<file path="config.mk">
export PLATFORM = sky130hd
export DESIGN_NAME = csi_top
export DESIGN_NICKNAME = d
export VERILOG_FILES = /design/src/hw/csi_pkg.sv /design/src/hw/csi_reg_if.sv /design/src/hw/csi_axil.sv /design/src/hw/csi_top.sv
export VERILOG_INCLUDE_DIRS = /design/src /design/src/hw
export SDC_FILE = /design/constraint.sdc
export NUM_CORES = 1
export LEC_CHECK = 0
export ABC_AREA = 1
export BUFFER_PORTS_ARGS = -buffer_cell sky130_fd_sc_hd__buf_2
export CAP_MARGIN = 20
export CORE_MARGIN = 1
export CORE_UTILIZATION = 30
export DETAILED_ROUTE_END_ITERATION = 12
export PLACE_DENSITY = 0.46
export SYNTH_ARGS = -nofsm -noshare
export SYNTH_HDL_FRONTEND = slang
export SYNTH_HIERARCHICAL = 1
export SYNTH_SLANG_ARGS = --single-unit
</file>
<file path="constraint.sdc">
create_clock -name i_clk -period 30.3 [get_ports i_clk]
set_input_delay 0 -clock i_clk [delete_from_list [all_inputs] [get_ports i_clk]]
set_output_delay 0 -clock i_clk [all_outputs]
set_load 0.1 [all_outputs]
</file>
<file path="src/hw/csi_consts.svh">
// offsets, field positions, reset values and widths of the converter serial interface
// assumes inclusion by the package and by the design files
`ifndef CSI_CONSTS_SVH
`define CSI_CONSTS_SVH
`define CSI_AW 8
`define CSI_DW 32
`define CSI_WORD 16
`define CSI_NBUF 4
`define CSI_OFS_CTRL1 8'h00
`define CSI_OFS_CTRL2 8'h04
`define CSI_OFS_CTRL3 8'h08
`define CSI_OFS_STAT 8'h0c
`define CSI_OFS_RX0 8'h10
`define CSI_OFS_TX0 8'h20
`define CSI_B_EN 0
`define CSI_B_FSD 1
`define CSI_B_MODE 2
`define CSI_B_SCKD 4
`define CSI_B_IDLE 5
`define CSI_B_BCG 16
`define CSI_B_WLEN 0
`define CSI_B_FLEN 4
`define CSI_B_BLEN 16
`define CSI_B_TXE 0
`define CSI_B_RXF 1
`define CSI_B_ROV 2
`define CSI_B_TUN 3
`define CSI_B_SLOT 4
`define CSI_B_PTR 8
`define CSI_RST_CTRL1 32'h0000_0000
`define CSI_RST_CTRL2 32'h0000_000f
`define CSI_RST_CTRL3 32'h0003_ffff
`define CSI_AC_WLEN 4'hf
`define CSI_AC_FLEN 4'hf
`define CSI_RESP_OK 2'h0
`define CSI_RESP_ERR 2'h2
`endif

</file>
<file path="src/hw/csi_pkg.sv">
// types and shared helpers of the converter serial interface
// assumes csi_consts.svh is on the include path
`include "csi_consts.svh"
package csi_pkg;
  // link format selected by the mode field
  typedef enum logic [1:0] {CSI_MULTI, CSI_I2S, CSI_AC16, CSI_AC20} csi_mode_e;
  typedef logic [`CSI_WORD-1:0] csi_word_t;

  // true when the byte address names a register
  function automatic logic csi_mapped(input logic [`CSI_AW-1:0] a);
    csi_mapped = (a[1:0] == 2'h0) && (a <= 8'h2c);
  endfunction

  // byte-lane merge of a write into a stored word
  function automatic logic [31:0] csi_merge(input logic [31:0] old, input logic [31:0] nw,
                                            input logic [3:0] strb);
    for (int i = 0; i < 4; i++) begin
      csi_merge[i*8 +: 8] = strb[i] ? nw[i*8 +: 8] : old[i*8 +: 8];
    end
  endfunction
endpackage

</file>
<file path="src/hw/csi_reg_if.sv">
// register access carrier between the bus slave and the serial core
// assumes one clock shared by both ends
`timescale 1ns/10ps
interface csi_reg_if;
  logic wr_en; // one-cycle write pulse
  logic [7:0] wr_addr; // write byte address
  logic [31:0] wdata; // write data
  logic [3:0] wstrb; // byte lanes
  logic wr_ok; // write address is mapped
  logic [7:0] rd_addr; // read byte address
  logic [31:0] rdata; // read data for rd_addr
  logic rd_ok; // read address is mapped
  modport bus (output wr_en, wr_addr, wdata, wstrb, rd_addr, input wr_ok, rdata, rd_ok);
  modport regs (input wr_en, wr_addr, wdata, wstrb, rd_addr, output wr_ok, rdata, rd_ok);
endinterface

</file>
<file path="src/hw/csi_axil.sv">
// axi4-lite slave that turns bus transfers into register pulses
// assumes an asynchronous active-low reset already released cleanly
`timescale 1ns/10ps
module csi_axil
  import csi_pkg::*;
(
  // clock and reset
  input wire logic i_clk,
  input wire logic i_rst_b,
  // axi4-lite
  input wire logic [7:0] i_awaddr,
  input wire logic i_awvalid,
  output logic o_awready,
  input wire logic [31:0] i_wdata,
  input wire logic [3:0] i_wstrb,
  input wire logic i_wvalid,
  output logic o_wready,
  output logic [1:0] o_bresp,
  output logic o_bvalid,
  input wire logic i_bready,
  input wire logic [7:0] i_araddr,
  input wire logic i_arvalid,
  output logic o_arready,
  output logic [31:0] o_rdata,
  output logic [1:0] o_rresp,
  output logic o_rvalid,
  input wire logic i_rready,
  // register side
  csi_reg_if.bus rif
);
  logic aw_full; // write address held
  logic w_full; // write data held
  logic [7:0] aw_addr;
  logic [31:0] w_data;
  logic [3:0] w_strb;
  logic do_wr; // both halves present, response slot free

  assign o_awready = !aw_full;
  assign o_wready = !w_full;
  assign o_arready = !o_rvalid;
  assign do_wr = aw_full && w_full && !o_bvalid;
  assign rif.wr_en = do_wr;
  assign rif.wr_addr = aw_addr;
  assign rif.wdata = w_data;
  assign rif.wstrb = w_strb;
  assign rif.rd_addr = i_araddr;

  // capture address and data in either order, answer once both are in
  always_ff @(posedge i_clk or negedge i_rst_b) begin
    if (!i_rst_b) begin
      aw_full <= 1'b0;
      w_full <= 1'b0;
      aw_addr <= 8'h00;
      w_data <= 32'h0;
      w_strb <= 4'h0;
      o_bvalid <= 1'b0;
      o_bresp <= `CSI_RESP_OK;
    end else begin
      if (i_awvalid && o_awready) begin
        aw_full <= 1'b1;
        aw_addr <= i_awaddr;
      end
      if (i_wvalid && o_wready) begin
        w_full <= 1'b1;
        w_data <= i_wdata;
        w_strb <= i_wstrb;
      end
      if (do_wr) begin
        aw_full <= 1'b0;
        w_full <= 1'b0;
        o_bvalid <= 1'b1;
        o_bresp <= rif.wr_ok ? `CSI_RESP_OK : `CSI_RESP_ERR;
      end else if (o_bvalid && i_bready) begin
        o_bvalid <= 1'b0;
      end
    end
  end

  // read answer one cycle after the address is taken
  always_ff @(posedge i_clk or negedge i_rst_b) begin
    if (!i_rst_b) begin
      o_rvalid <= 1'b0;
      o_rdata <= 32'h0;
      o_rresp <= `CSI_RESP_OK;
    end else if (i_arvalid && o_arready) begin
      o_rvalid <= 1'b1;
      o_rdata <= rif.rd_ok ? rif.rdata : 32'h0;
      o_rresp <= rif.rd_ok ? `CSI_RESP_OK : `CSI_RESP_ERR;
    end else if (o_rvalid && i_rready) begin
      o_rvalid <= 1'b0;
    end
  end
endmodule

</file>
<file path="src/hw/csi_top.sv">
// converter serial interface: bit clock, frame sync, shift path and shadow buffers
// assumes pins are asynchronous to i_clk and an axi4-lite master on the bus
//
// Decided for this implementation: the register offsets and register access over AXI4-Lite.
`timescale 1ns/10ps
module csi_top
  import csi_pkg::*;
(
  // clock and reset
  input wire logic i_clk,
  input wire logic i_rst_b,
  // axi4-lite register bus
  input wire logic [7:0] i_awaddr,
  input wire logic i_awvalid,
  output logic o_awready,
  input wire logic [31:0] i_wdata,
  input wire logic [3:0] i_wstrb,
  input wire logic i_wvalid,
  output logic o_wready,
  output logic [1:0] o_bresp,
  output logic o_bvalid,
  input wire logic i_bready,
  input wire logic [7:0] i_araddr,
  input wire logic i_arvalid,
  output logic o_arready,
  output logic [31:0] o_rdata,
  output logic [1:0] o_rresp,
  output logic o_rvalid,
  input wire logic i_rready,
  // serial bit clock pin
  input wire logic i_sck,
  output logic o_sck,
  output logic o_sck_oe_b,
  // serial data pins
  output logic o_sdo,
  output logic o_sdo_oe_b,
  input wire logic i_sdi,
  // frame sync pin
  input wire logic i_fs,
  output logic o_fs,
  output logic o_fs_oe_b
);
  csi_reg_if rif ();

  logic [1:0] rst_sync; // reset release chain
  logic rst_b; // synchronised reset
  logic [31:0] ctrl1; // enable, directions, mode, divider
  logic [31:0] ctrl2; // word and frame length
  logic [31:0] ctrl3; // transmit slot mask, buffer count
  csi_word_t txbuf [`CSI_NBUF]; // software transmit buffers
  csi_word_t rxbuf [`CSI_NBUF]; // software receive buffers
  csi_word_t tx_sh [`CSI_NBUF]; // transmit shadows
  csi_word_t rx_sh [`CSI_NBUF]; // receive shadows
  logic tx_empty, rx_full, rx_ovf, tx_unf; // status flags
  logic [1:0] sck_s, sdi_s, fs_s; // pin synchronisers
  logic sck_d; // previous synchronised bit clock
  logic fs_prev; // frame sync level at previous tick
  logic [11:0] gen_cnt; // bit clock divider
  logic sck_gen; // generated bit clock
  logic gen_tgl; // divider toggles this cycle
  logic rise, fall; // bit clock edge events
  logic busy; // a frame is under way
  logic [3:0] bit_cnt, slot_cnt; // current bit and slot
  logic [1:0] ptr; // shadow word pointer
  csi_word_t tx_sr, rx_sr; // shift registers
  logic sdo_drv; // data out driven for the current bit

  // control fields
  logic en, fsd, sckd, idle_z;
  csi_mode_e mode;
  logic [11:0] bcg;
  logic [3:0] wl, fl;
  logic [1:0] blen;
  logic aclink;
  assign en = ctrl1[`CSI_B_EN];
  assign fsd = ctrl1[`CSI_B_FSD];
  assign mode = csi_mode_e'(ctrl1[`CSI_B_MODE +: 2]);
  assign sckd = ctrl1[`CSI_B_SCKD];
  assign idle_z = ctrl1[`CSI_B_IDLE];
  assign bcg = ctrl1[`CSI_B_BCG +: 12];
  assign aclink = (mode == CSI_AC16) || (mode == CSI_AC20);
  assign wl = aclink ? `CSI_AC_WLEN : ctrl2[`CSI_B_WLEN +: 4];
  assign fl = aclink ? `CSI_AC_FLEN : ctrl2[`CSI_B_FLEN +: 4];
  assign blen = ctrl3[`CSI_B_BLEN +: 2];

  // reset release through two flip-flops
  always_ff @(posedge i_clk or negedge i_rst_b) begin
    if (!i_rst_b) begin
      rst_sync <= 2'h0;
    end else begin
      rst_sync <= {rst_sync[0], 1'b1};
    end
  end
  assign rst_b = rst_sync[1];

  // bus slave
  csi_axil u_axil (
    .i_clk(i_clk),
    .i_rst_b(rst_b),
    .i_awaddr(i_awaddr),
    .i_awvalid(i_awvalid),
    .o_awready(o_awready),
    .i_wdata(i_wdata),
    .i_wstrb(i_wstrb),
    .i_wvalid(i_wvalid),
    .o_wready(o_wready),
    .o_bresp(o_bresp),
    .o_bvalid(o_bvalid),
    .i_bready(i_bready),
    .i_araddr(i_araddr),
    .i_arvalid(i_arvalid),
    .o_arready(o_arready),
    .o_rdata(o_rdata),
    .o_rresp(o_rresp),
    .o_rvalid(o_rvalid),
    .i_rready(i_rready),
    .rif(rif)
  );

  // pin synchronisers, second stage is the only reader of the first
  always_ff @(posedge i_clk or negedge rst_b) begin
    if (!rst_b) begin
      sck_s <= 2'h0;
      sdi_s <= 2'h0;
      fs_s <= 2'h0;
    end else begin
      sck_s <= {sck_s[0], i_sck};
      sdi_s <= {sdi_s[0], i_sdi};
      fs_s <= {fs_s[0], i_fs};
    end
  end

  // bit clock divider, half period of bcg+1 cycles, idle while disabled
  assign gen_tgl = en && !sckd && (bcg != 12'h0) && (gen_cnt == bcg);
  always_ff @(posedge i_clk or negedge rst_b) begin
    if (!rst_b) begin
      gen_cnt <= 12'h0;
      sck_gen <= 1'b0;
      sck_d <= 1'b0;
    end else if (!en || sckd || bcg == 12'h0) begin
      gen_cnt <= 12'h0;
      sck_gen <= 1'b0;
      sck_d <= sck_s[1];
    end else begin
      gen_cnt <= gen_tgl ? 12'h0 : gen_cnt + 12'h1;
      sck_gen <= sck_gen ^ gen_tgl;
      sck_d <= sck_s[1];
    end
  end

  // edge events from the generated or the external clock
  always_comb begin
    if (!en) begin
      rise = 1'b0;
      fall = 1'b0;
    end else if (sckd) begin
      rise = sck_s[1] && !sck_d;
      fall = !sck_s[1] && sck_d;
    end else begin
      rise = gen_tgl && !sck_gen;
      fall = gen_tgl && sck_gen;
    end
  end

  // frame position helpers
  logic last_bit, last_word, trig, word_end, start, swap;
  logic [1:0] next_ptr;
  csi_word_t load_word;
  assign last_bit = (bit_cnt == wl);
  assign last_word = last_bit && (slot_cnt == fl);
  assign word_end = rise && busy && last_bit;
  // slave start: level for multi-channel and ac-link, either edge for i2s
  assign trig = fsd && (!busy || last_word) &&
                ((mode == CSI_I2S) ? (fs_s[1] != fs_prev) : fs_s[1]);
  assign start = rise && (trig || (!fsd && !busy) || (!fsd && last_word));
  assign swap = word_end && (ptr == blen);
  assign next_ptr = word_end ? (swap ? 2'h0 : ptr + 2'h1) : ptr;
  assign load_word = swap ? txbuf[0] : tx_sh[next_ptr];

  // bit and slot counters, frame state
  always_ff @(posedge i_clk or negedge rst_b) begin
    if (!rst_b) begin
      busy <= 1'b0;
      bit_cnt <= 4'h0;
      slot_cnt <= 4'h0;
      fs_prev <= 1'b0;
    end else if (!en) begin
      busy <= 1'b0;
      bit_cnt <= 4'h0;
      slot_cnt <= 4'h0;
      fs_prev <= 1'b0;
    end else if (rise) begin
      fs_prev <= fs_s[1];
      if (start) begin
        busy <= 1'b1;
        bit_cnt <= 4'h0;
        slot_cnt <= 4'h0;
      end else if (busy && last_word) begin
        busy <= 1'b0; // slave waits for the next sync
        bit_cnt <= 4'h0;
        slot_cnt <= 4'h0;
      end else if (busy && last_bit) begin
        bit_cnt <= 4'h0;
        slot_cnt <= slot_cnt + 4'h1;
      end else if (busy) begin
        bit_cnt <= bit_cnt + 4'h1;
      end
    end
  end

  // master frame sync waveform; it leads the data by one bit, so a slave codec
  // starts its frame or word one bit clock after it sees the sync
  logic fs_next;
  logic [3:0] nslot; // slot of the bit that follows this edge
  logic [3:0] nbit; // bit of the word that follows this edge
  logic [3:0] fslot; // slot of the bit after that one
  assign nslot = (start || (busy && last_word)) ? 4'h0 :
                 (busy && last_bit) ? slot_cnt + 4'h1 : slot_cnt;
  assign nbit = (start || (busy && last_bit)) ? 4'h0 : bit_cnt + 4'h1;
  assign fslot = (nbit != wl) ? nslot : (nslot == fl) ? 4'h0 : nslot + 4'h1;
  always_comb begin
    unique case (mode)
      CSI_MULTI: fs_next = busy && (nbit == wl) && (nslot == fl);
      CSI_I2S: fs_next = (fslot > (fl >> 1));
      CSI_AC16, CSI_AC20: fs_next = (fslot == 4'h0); // last frame bit and 15 of slot zero
    endcase
  end
  always_ff @(posedge i_clk or negedge rst_b) begin
    if (!rst_b) begin
      o_fs <= 1'b0;
    end else if (!en || fsd) begin
      o_fs <= 1'b0;
    end else if (rise) begin
      o_fs <= fs_next;
    end
  end

  // transmit shift register, msb first, low bits of short words never reach the pin
  always_ff @(posedge i_clk or negedge rst_b) begin
    if (!rst_b) begin
      tx_sr <= '0;
      sdo_drv <= 1'b0;
    end else if (!en) begin
      tx_sr <= '0;
      sdo_drv <= 1'b0;
    end else if (rise) begin
      if (start || (busy && last_bit && !last_word)) begin
        tx_sr <= load_word;
        sdo_drv <= ctrl3[nslot];
      end else if (busy && !last_bit) begin
        tx_sr <= {tx_sr[14:0], 1'b0};
      end else begin
        sdo_drv <= 1'b0;
      end
    end
  end

  // receive shift register sampled at the falling edge
  always_ff @(posedge i_clk or negedge rst_b) begin
    if (!rst_b) begin
      rx_sr <= '0;
    end else if (!en || word_end) begin
      rx_sr <= '0;
    end else if (fall && busy) begin
      rx_sr <= {rx_sr[14:0], sdi_s[1]};
    end
  end

  // shadow pointer and shadow exchange at word boundaries
  always_ff @(posedge i_clk or negedge rst_b) begin
    if (!rst_b) begin
      ptr <= 2'h0;
      for (int i = 0; i < `CSI_NBUF; i++) begin
        tx_sh[i] <= '0;
        rx_sh[i] <= '0;
      end
    end else if (!en) begin
      ptr <= 2'h0;
    end else if (word_end) begin
      ptr <= next_ptr;
      rx_sh[ptr] <= rx_sr << (4'hf - wl);
      if (swap) begin
        for (int i = 0; i < `CSI_NBUF; i++) begin
          tx_sh[i] <= txbuf[i];
        end
      end
    end
  end

  // software buffers: receive copied in on the same edge that fills the last shadow
  always_ff @(posedge i_clk or negedge rst_b) begin
    if (!rst_b) begin
      for (int i = 0; i < `CSI_NBUF; i++) begin
        rxbuf[i] <= '0;
      end
    end else if (swap) begin
      for (int i = 0; i < `CSI_NBUF; i++) begin
        rxbuf[i] <= (i[1:0] == ptr) ? csi_word_t'(rx_sr << (4'hf - wl)) : rx_sh[i];
      end
    end
  end

  // register writes
  logic wr_ctl1, wr_ctl2, wr_ctl3, wr_stat, wr_tx;
  logic [1:0] wr_idx;
  assign wr_ctl1 = rif.wr_en && rif.wr_addr == `CSI_OFS_CTRL1;
  assign wr_ctl2 = rif.wr_en && rif.wr_addr == `CSI_OFS_CTRL2;
  assign wr_ctl3 = rif.wr_en && rif.wr_addr == `CSI_OFS_CTRL3;
  assign wr_stat = rif.wr_en && rif.wr_addr == `CSI_OFS_STAT;
  assign wr_tx = rif.wr_en && rif.wr_addr[7:4] == `CSI_OFS_TX0 >> 4 && rif.wr_addr[1:0] == 2'h0;
  assign wr_idx = rif.wr_addr[3:2];
  assign rif.wr_ok = csi_mapped(rif.wr_addr);
  always_ff @(posedge i_clk or negedge rst_b) begin
    if (!rst_b) begin
      ctrl1 <= `CSI_RST_CTRL1;
      ctrl2 <= `CSI_RST_CTRL2;
      ctrl3 <= `CSI_RST_CTRL3;
    end else begin
      if (wr_ctl1) ctrl1 <= csi_merge(ctrl1, rif.wdata, rif.wstrb);
      if (wr_ctl2) ctrl2 <= csi_merge(ctrl2, rif.wdata, rif.wstrb);
      if (wr_ctl3) ctrl3 <= csi_merge(ctrl3, rif.wdata, rif.wstrb);
    end
  end

  // transmit buffers written by software only
  always_ff @(posedge i_clk or negedge rst_b) begin
    if (!rst_b) begin
      for (int i = 0; i < `CSI_NBUF; i++) begin
        txbuf[i] <= '0;
      end
    end else if (wr_tx) begin
      txbuf[wr_idx] <= csi_word_t'(csi_merge({16'h0, txbuf[wr_idx]}, rif.wdata, rif.wstrb));
    end
  end

  // status flags, a hardware set beats a software clear in the same cycle
  logic clr_rxf, clr_rov, clr_tun, clr_txe;
  assign clr_rxf = wr_stat && rif.wstrb[0] && rif.wdata[`CSI_B_RXF];
  assign clr_rov = wr_stat && rif.wstrb[0] && rif.wdata[`CSI_B_ROV];
  assign clr_tun = wr_stat && rif.wstrb[0] && rif.wdata[`CSI_B_TUN];
  assign clr_txe = wr_tx && wr_idx == blen;
  always_ff @(posedge i_clk or negedge rst_b) begin
    if (!rst_b) begin
      tx_empty <= 1'b1;
      rx_full <= 1'b0;
      rx_ovf <= 1'b0;
      tx_unf <= 1'b0;
    end else if (swap) begin
      tx_empty <= 1'b1;
      rx_full <= 1'b1;
      rx_ovf <= rx_ovf || rx_full;
      tx_unf <= tx_unf || tx_empty;
    end else begin
      if (clr_txe) tx_empty <= 1'b0;
      if (clr_rxf) rx_full <= 1'b0;
      if (clr_rov) rx_ovf <= 1'b0;
      if (clr_tun) tx_unf <= 1'b0;
    end
  end

  // register reads
  assign rif.rd_ok = csi_mapped(rif.rd_addr);
  always_comb begin
    rif.rdata = 32'h0;
    if (rif.rd_addr == `CSI_OFS_CTRL1) begin
      rif.rdata = ctrl1;
    end else if (rif.rd_addr == `CSI_OFS_CTRL2) begin
      rif.rdata = ctrl2;
    end else if (rif.rd_addr == `CSI_OFS_CTRL3) begin
      rif.rdata = ctrl3;
    end else if (rif.rd_addr == `CSI_OFS_STAT) begin
      rif.rdata[`CSI_B_TXE] = tx_empty;
      rif.rdata[`CSI_B_RXF] = rx_full;
      rif.rdata[`CSI_B_ROV] = rx_ovf;
      rif.rdata[`CSI_B_TUN] = tx_unf;
      rif.rdata[`CSI_B_SLOT +: 4] = slot_cnt;
      rif.rdata[`CSI_B_PTR +: 2] = ptr;
    end else if (rif.rd_addr[7:4] == `CSI_OFS_RX0 >> 4) begin
      rif.rdata[15:0] = rxbuf[rif.rd_addr[3:2]];
    end else if (rif.rd_addr[7:4] == `CSI_OFS_TX0 >> 4) begin
      rif.rdata[15:0] = txbuf[rif.rd_addr[3:2]];
    end
  end

  // pin drive; enables are low while driving, released when disabled
  always_ff @(posedge i_clk or negedge rst_b) begin
    if (!rst_b) begin
      o_sck <= 1'b0;
      o_sdo <= 1'b0;
    end else begin
      o_sck <= sck_gen;
      o_sdo <= en && sdo_drv && tx_sr[15];
    end
  end
  assign o_sck_oe_b = !(en && !sckd);
  assign o_sdo_oe_b = !(en && (sdo_drv || !idle_z));
  assign o_fs_oe_b = !(en && !fsd);
endmodule

</file>
==> reports/qor.csv, run 1 <==
stage,metric,value,unit
synthesis,Mapped Cells,3062,
synthesis,top-area cell type share of the netlist area,48.7,%
pwr,power share of the clock group,31.6,%
place,Final HPWL DP,54.5,mm
floorplan,Ports,109,
floorplan,CORE AREA,82100,sq um
timing,Slew @ Worst Pin,1.09,ns
pwr,Int Pwr,1380,uW
floorplan,total die area,84200,sq um
timing,Max Clk Rate,209,MHz
pwr,P_leak,0.0135,uW
pwr,Combinational Power Share,25.8,%
finish,Area Growth Syn to Fin,17.2,%
pwr,Power Dens Cells,75.9,nW/um^2
synthesis,Synthesis Warnings,6,
synthesis,top post-synthesis cells by count,"nand2_1 (863), dfrtp_1 (485), o21ai_0 (382), inv_1 (296), nor2_1 (196)",
status,outcome,"finished, final reports clean",
finish,# diodes,0,
worst_setup_path,Worst R2R Path Depth,29,
synthesis,Netlist cell types,55,
routing,DR pass1 iterations,5,
clock_network,CTS tree,done,
clock_network,PostCTS Resize Cnt,0,
floorplan,die width,290,um
pwr,Reg power frac,42.5,%
grt,largest net degree at the start of global routing,173,
routing,DRT iter0 DRCs,1708,
worst_setup_path,Worst setup EP type,register,
grt,GRT met2 Usage,30.9,%
timing,clk_skew,0.0561,ns
timing,endpoints failing setup,0,
pwr,Worst VDD drop,0.0884,mV
timing,min Tclk post-route,4.78,ns
worst_hold_path,worst hold path class,primary input to register,
clock_network,Root Buffer,clkbuf_16,
place,Port Buffers,106,
clock_network,H-Tree Depth,2,
clock_network,CTS buffer count,58,
clock_network,clk slew on worst S/H paths,0.07,ns
synthesis,"EDFF count, synth",0,
routing,DRC,0,
grt,vias in the first global route,20800,
routing,WL final,81.9,mm
worst_setup_path,"Data required, critical path",30.86,ns
routing,Final ANT Viol Nets,0,
timing,WHS,0.0296,ns
floorplan,Site Rows,105,
clock_network,Skew-Pair Late Insertion Delay,0.67,ns
floorplan,Initial Utilization,30.3,%
routing,vias after detailed routing,21000,
timing,Slew headroom,25.8,%
timing,period utilization,15.8,%
grt,met3 GRT Util,2.34,%
worst_hold_path,Hold Path Cell Cnt,3,
synthesis,"Cell Area, Synth",24900,sq um
grt,met1 Track Usage GR,28.6,%
timing,"Slew Viols, Final",0,
floorplan,Die Span Y,290,um
synthesis,ys async rst share,100,%
worst_setup_path,largest fanout on the critical path,12,
run,number of max-cap violations,0,
timing,post-route setup TNS,0,ns
timing,RSZ-0062 raised after global routing,no,
worst_setup_path,Setup crit start kind,register,
place,placed cells,4105,
finish,share of cells above drive strength 1,10.8,%
worst_setup_path,Critical Path Slowest Stage Cell,dfrtp_1,
timing,final hold vios,0,
grt,Tot GR Track Use,19.6,%
synthesis,Syn Area/Cell,8.13,sq um
synthesis,post-synthesis sequential area ratio,51.2,%
routing,Via-to-Cell Ratio,4.87,
worst_setup_path,Setup CP Type,register to register,
place,Post-DP Area,26200,sq um
worst_setup_path,crit-path most repeated cell,nand2_1,
clock_network,# Post-CTS Setup Buffers,0,
grt,first-pass GRT wire length,129,mm
clock_network,Max Root-Sink Buffers,3,
grt,initial antenna violation count,2,
synthesis,"count leader, synth",nand2_1,
pwr,Sw Share,37.8,%
worst_setup_path,crit-path max cell delay,0.42,ns
finish,final net count,3277,
worst_setup_path,Worst Path Arrival,5.35,ns
clock_network,clk sinks,508,
place,RePlAce Congestion,0.872,
synthesis,Seq cells post-synth,508,
pwr,switching pwr,836,uW
finish,Final Non-Filler Cells,4318,
synthesis,most used flip-flop cell after synthesis,dfrtp_1,
synthesis,ranking of synthesized cells by area,"dfrtp_1 (49%), nand2_1 (13%), o21ai_0 (7.7%)",
grt,busiest grt layer,met2,
routing,average wire per standard cell,19.0,um
grt,remaining global-route overflow,0,
synthesis,"area leader, netlist",dfrtp_1,
finish,area of all placed cells without fillers,29200,sq um
==> flip-flops by register name (all words and copies together), names as in the netlist, 16 cells and up <==
| name | count |
|---|---|
| rx_sh | 64 |
| rxbuf | 64 |
| tx_sh | 64 |
| txbuf | 64 |
| ctrl1 | 32 |
| ctrl2 | 32 |
| ctrl3 | 32 |
| u_axil/o_rdata | 32 |
| u_axil/rif.wdata | 32 |
| rx_sr | 16 |
| tx_sr | 16 |
==> cell usage in the layout (no fill, tap or decap), types with 16 or more instances in the layout <==
cell type      instances
buf_2                106
nor2_1               194
clkbuf_1              21
xor2_1                18
dfstp_2               23
o21ai_0              382
nand2_1              863
a21oi_1              126
dfrtp_1              484
inv_2                 16
dlygate4sd3_1        105
mux2_2                21
o21ai_1               26
o22ai_1               79
o211ai_1              37
buf_4                 31
nand3_1              145
clkbuf_16             58
inv_1                296
==> power by group through the flow <==
stage	logic, uW	registers [uW]	clock network [uW]
after floorplan	389	916	0
after global placement	549	950	0
after detailed placement	547	953	0
after CTS	572	942	720
after global routing	646	960	749
final	572	942	701
==> worst paths after layout <==
check | startpoint | to | slack [ns]
max in group asynchronous | rst_sync[1]$_DFF_PN0_ | tx_sh[52]$_DFFE_PN0P_ | 27.59
max | ctrl1[16]$_DFFE_PN0P_ | o_fs$_DFFE_PN0P_ | 25.52
min reg2reg | fs_s[0]$_DFF_PN0_ | fs_s[1]$_DFF_PN0_ | 0.35
min | i_arvalid | u_axil/o_rvalid$_DFFE_PN0P_ | 0.03
max reg2reg | ctrl1[16]$_DFFE_PN0P_ | o_fs$_DFFE_PN0P_ | 25.52
min in group asynchronous | i_rst_b | rst_sync[0]$_DFF_PN0_ | 0.24
==> metal layers <==
layer	part of all wire [%]	up-vias	wire length, um
met5	0.016	-	13
met4	1.7	2	1390
met3	3.9	78	3190
met2	45	399	37200
met1	49	10300	40100
li1	-	10300	-
==> timing repair <==
action                                 in CTS  in global routing
setup endpoints to repair                   0                  0
hold buffers                              105                  0
endpoints found under the hold margin      86                  0
==> layout make-up <==
class                   count  area [sq um]
inverters                 316          1190
multi-input cells        2073         10200
well taps                1070          1340
fillers                  8683         52900
flip-flops and latches    508         12700
clock buffers              93          1720
clock inverters            13           164
repair buffers            245          1860
==> metrics by stage <==
step,utilization (%),worst slack [ns],power [uW]
2_1_floorplan,-,15.13,1310
3_3_place_gp,31.9,25.62,1500
3_5_place_dp,31.9,25.55,1500
4_1_cts,35.5,25.54,2230
5_1_grt,35.5,25.02,2360
6_report,35.5,25.52,2210
==> critical path: cells and delay by family (launching register included) <==
family	cells	cell delay (ns)
adders and majority gates	3	0.73
DFF	1	0.42
buffers and inverters	6	0.50
AOI/OAI and AO/OA	4	0.72
and+or+nand+nor	15	2.16
xor gates and xnor gates	1	0.17
==> logic make-up (layout without fill, tap and decap cells) <==
logic type	after synthesis	after routing	share of synthesized area, %
buffers and inverters	482	667	8.20
AND/OR/NAND/NOR	1281	1281	21.4
XOR/XNOR	25	25	0.879
flip-flops	508	508	51.2
multiplexers	21	21	0.949
AO/OA/AOI/OAI	730	730	16.7
adder cells (fa/ha/maj)	13	13	0.653
other	2	3	0.0302
No activity file was read; power rests on OpenSTA's default activity.
==> inputs of run 2 (changes only) <==
--- a/config.mk
+++ b/config.mk
@@ -12,7 +12,7 @@
 export CORE_MARGIN = 1
 export CORE_UTILIZATION = 30
 export DETAILED_ROUTE_END_ITERATION = 12
-export PLACE_DENSITY = 0.46
+export PLACE_DENSITY = 0.47
 export SYNTH_ARGS = -nofsm -noshare
 export SYNTH_HDL_FRONTEND = slang
 export SYNTH_HIERARCHICAL = 1
==> constraint.sdc (replaced) <==
create_clock -name i_clk -period 4 [get_ports i_clk]
set_input_delay 0 -clock i_clk [delete_from_list [all_inputs] [get_ports i_clk]]
set_output_delay 0 -clock i_clk [all_outputs]
set_load 0.1 [all_outputs]
==> reports/qor.csv, run 2 (synthesized netlist as in run 1, its figures left out) <==
stage,metric,value,unit,change
timing,period utilization,96.6,%,+81 points
timing,endpoints failing setup,0,,unchanged
worst_setup_path,crit-path max cell delay,0.43,ns,about the same
routing,WL met3,3.50,mm,+9.6%
pwr,P_leak,0.0141,uW,+4.8%
grt,initial antenna violation count,2,,unchanged
grt,largest net degree at the start of global routing,92,,-47%
floorplan,die width,290,um,unchanged
finish,final net count,3379,,+3.1%
finish,Area Growth Syn to Fin,21.6,%,
routing,Met1 Wirelength,38.7,mm,-3.4%
worst_setup_path,Worst setup EP type,register,,
timing,"Slew Viols, Final",0,,unchanged
clock_network,CTS buffer count,59,,+1.7%
timing,fin worst setup slack,0.135,ns,-25.38 ns
clock_network,Skew-Pair Late Insertion Delay,0.65,ns,-0.02 ns
routing,WL final,80.5,mm,-1.7%
timing,Slew headroom,31.9,%,+6.1 points
place,Port Buffers,106,,unchanged
grt,first-pass GRT wire length,126,mm,-2.2%
worst_setup_path,crit-path most repeated cell,inv_2,,
finish,share of cells above drive strength 1,14.9,%,+4.1 points
grt,remaining global-route overflow,0,,unchanged
clock_network,CTS tree,done,,
routing,DRT iter0 DRCs,1634,,-4.3%
floorplan,total die area,84200,sq um,unchanged
worst_setup_path,largest fanout on the critical path,6,,-6
timing,clk_skew,0.0370,ns,-0.0191 ns
pwr,Power Dens Cells,573,nW/um^2,+660%
routing,average wire per standard cell,18.2,um,-4.0%
place,placed cells,4212,,+2.6%
grt,Tot GR Track Use,19.1,%,-0.52 points
clock_network,H-Tree Depth,2,,unchanged
timing,final hold vios,0,,unchanged
clock_network,clk sinks,508,,unchanged
finish,"commonest non-fill, non-tap cell in the layout",nand2_1,,
place,RePlAce Congestion,0.890,,+2.0%
routing,Final ANT Viol Nets,0,,unchanged
routing,met2 WL post-DR,36.6,mm,-1.9%
routing,DR pass1 iterations,5,,unchanged
run,number of max-cap violations,0,,unchanged
routing,DRC,0,,unchanged
finish,Final Non-Filler Cells,4423,,+2.4%
timing,min Tclk post-route,3.87,ns,-0.919 ns
timing,Slew @ Worst Pin,1.02,ns,-0.0643 ns
worst_setup_path,Worst Path Arrival,4.37,ns,-0.98 ns
grt,vias in the first global route,20700,,-0.29%
worst_setup_path,Setup crit start kind,register,,
floorplan,Ports,109,,unchanged
worst_hold_path,worst hold path class,primary input to register,,
floorplan,Die Span Y,290,um,unchanged
timing,Max Clk Rate,259,MHz,+24%
worst_setup_path,Setup CP Type,register to register,,
clock_network,clk slew on worst S/H paths,0.06,ns,about the same
routing,Via-to-Cell Ratio,4.86,,-0.29%
timing,post-route setup TNS,0,ns,unchanged
worst_setup_path,"Data required, critical path",4.50,ns,-26.36 ns
worst_setup_path,Critical Path Slowest Stage Cell,dfrtp_1,,
timing,RSZ-0062 raised after global routing,yes,,
status,outcome,"finished, final reports clean",,
place,dpl ws,-0.134,ns,-25.69 ns
routing,top layer in use,met5,,
place,Final HPWL DP,55.9,mm,+2.5%
floorplan,CORE AREA,82100,sq um,unchanged
clock_network,Root Buffer,clkbuf_16,,
routing,vias after detailed routing,21500,,+2.1%
pwr,Worst VDD drop,0.549,mV,+520%
floorplan,Initial Utilization,30.3,%,unchanged
clock_network,Max Root-Sink Buffers,3,,unchanged
floorplan,Site Rows,105,,unchanged
finish,"leading cell types in the layout, fill and taps excluded","nand2_1 (853), dfrtp_1 (484), o21ai_0 (381), inv_1 (291), nor2_1 (192)",,
## run 2: changes by cell type in the layout (fill, tap and decap cells not counted), sizes merged
cell / previous run / this run
bufinv: 1 / 4
dlygate4sd3: 105 / 96
diode: 0 / 1
bufbuf: 0 / 1
clkinv: 12 / 22
clkbuf: 94 / 83
clkinvlp: 2 / 1
inv: 314 / 315
buf: 139 / 249
## run 2: report_power, final
| group | total [uW] | switching (uW) | internal (uW) |
|---|---|---|---|
| clock | 5530 | 2310 | 3230 |
| combinational | 4780 | 3180 | 1600 |
| sequential | 7060 | 935 | 6130 |
| total | 17400 | 6420 | 10900 |
## run 2: layout make-up
class                   instances  area, sq um
fillers                      8597        51800
flip-flops and latches        508        12700
multi-input cells            2073        10300
repair buffers                346         2730
clock buffers                  83         1700
well taps                    1070         1340
inverters                     316         1190
clock inverters                26          292
diodes                          1         2.50
## run 2: critical path: cells and delay by family (launching register included)
kind,cells,cell delay [ns]
AND/OR/NAND/NOR,15,1.29
buffers and inverters,8,0.71
adder cells (fa/ha/maj),3,0.60
AO/OA/AOI/OAI,4,0.53
flip-flops,1,0.43
XOR/XNOR,1,0.16
## run 2: worst paths after layout
| kind | slack [ns] | cells after the start | start | end |
|---|---|---|---|---|
| min reg2reg | 0.35 | 0 | sdi_s[0]$_DFF_PN0_ | sdi_s[1]$_DFF_PN0_ |
| max in group asynchronous | 2.64 | 1 | rst_sync[1]$_DFF_PN0_ | gen_cnt[5]$_DFF_PN0_ |
| min | 0.04 | 4 | i_arvalid | u_axil/o_rdata[28]$_DFFE_PN0P_ |
| min in group asynchronous | 0.24 | 3 | i_rst_b | rst_sync[1]$_DFF_PN0_ |
| max reg2reg | 0.13 | 31 | ctrl1[16]$_DFFE_PN0P_ | o_fs$_DFFE_PN0P_ |
| max | 0.13 | 31 | ctrl1[16]$_DFFE_PN0P_ | o_fs$_DFFE_PN0P_ |
## run 2: routing by layer
layer	vias up	global-route usage, %
met4	2	4.80
met3	111	2.45
met1	10400	27.4
met5	-	0
met2	472	30.1
li1	10500	-
## run 2: through the flow
| stage | hold WS, ns | total power, uW | util, % | instance area (sq um) |
|---|---|---|---|---|
| final | 0.0368 | 17400 | 36.9 | 30300 |
| after global routing | 0.0257 | 18400 | 36.9 | 30300 |
| after CTS | 0.00351 | 17400 | 36.8 | 30200 |
| after detailed placement | -0.210 | 11600 | 33.0 | 27100 |
| after global placement | -0.210 | 11600 | 33.0 | 27100 |
| after floorplan | -0.296 | 9880 | - | 24900 |
## run 2: what timing repair did
action,CTS,global route
cloned,1,0
pin swaps,9,24
hold buffers,96,0
resized for setup,13,26
endpoints found under the hold margin,86,0
setup buffers,4,0
endpoints found under the setup margin,1,14
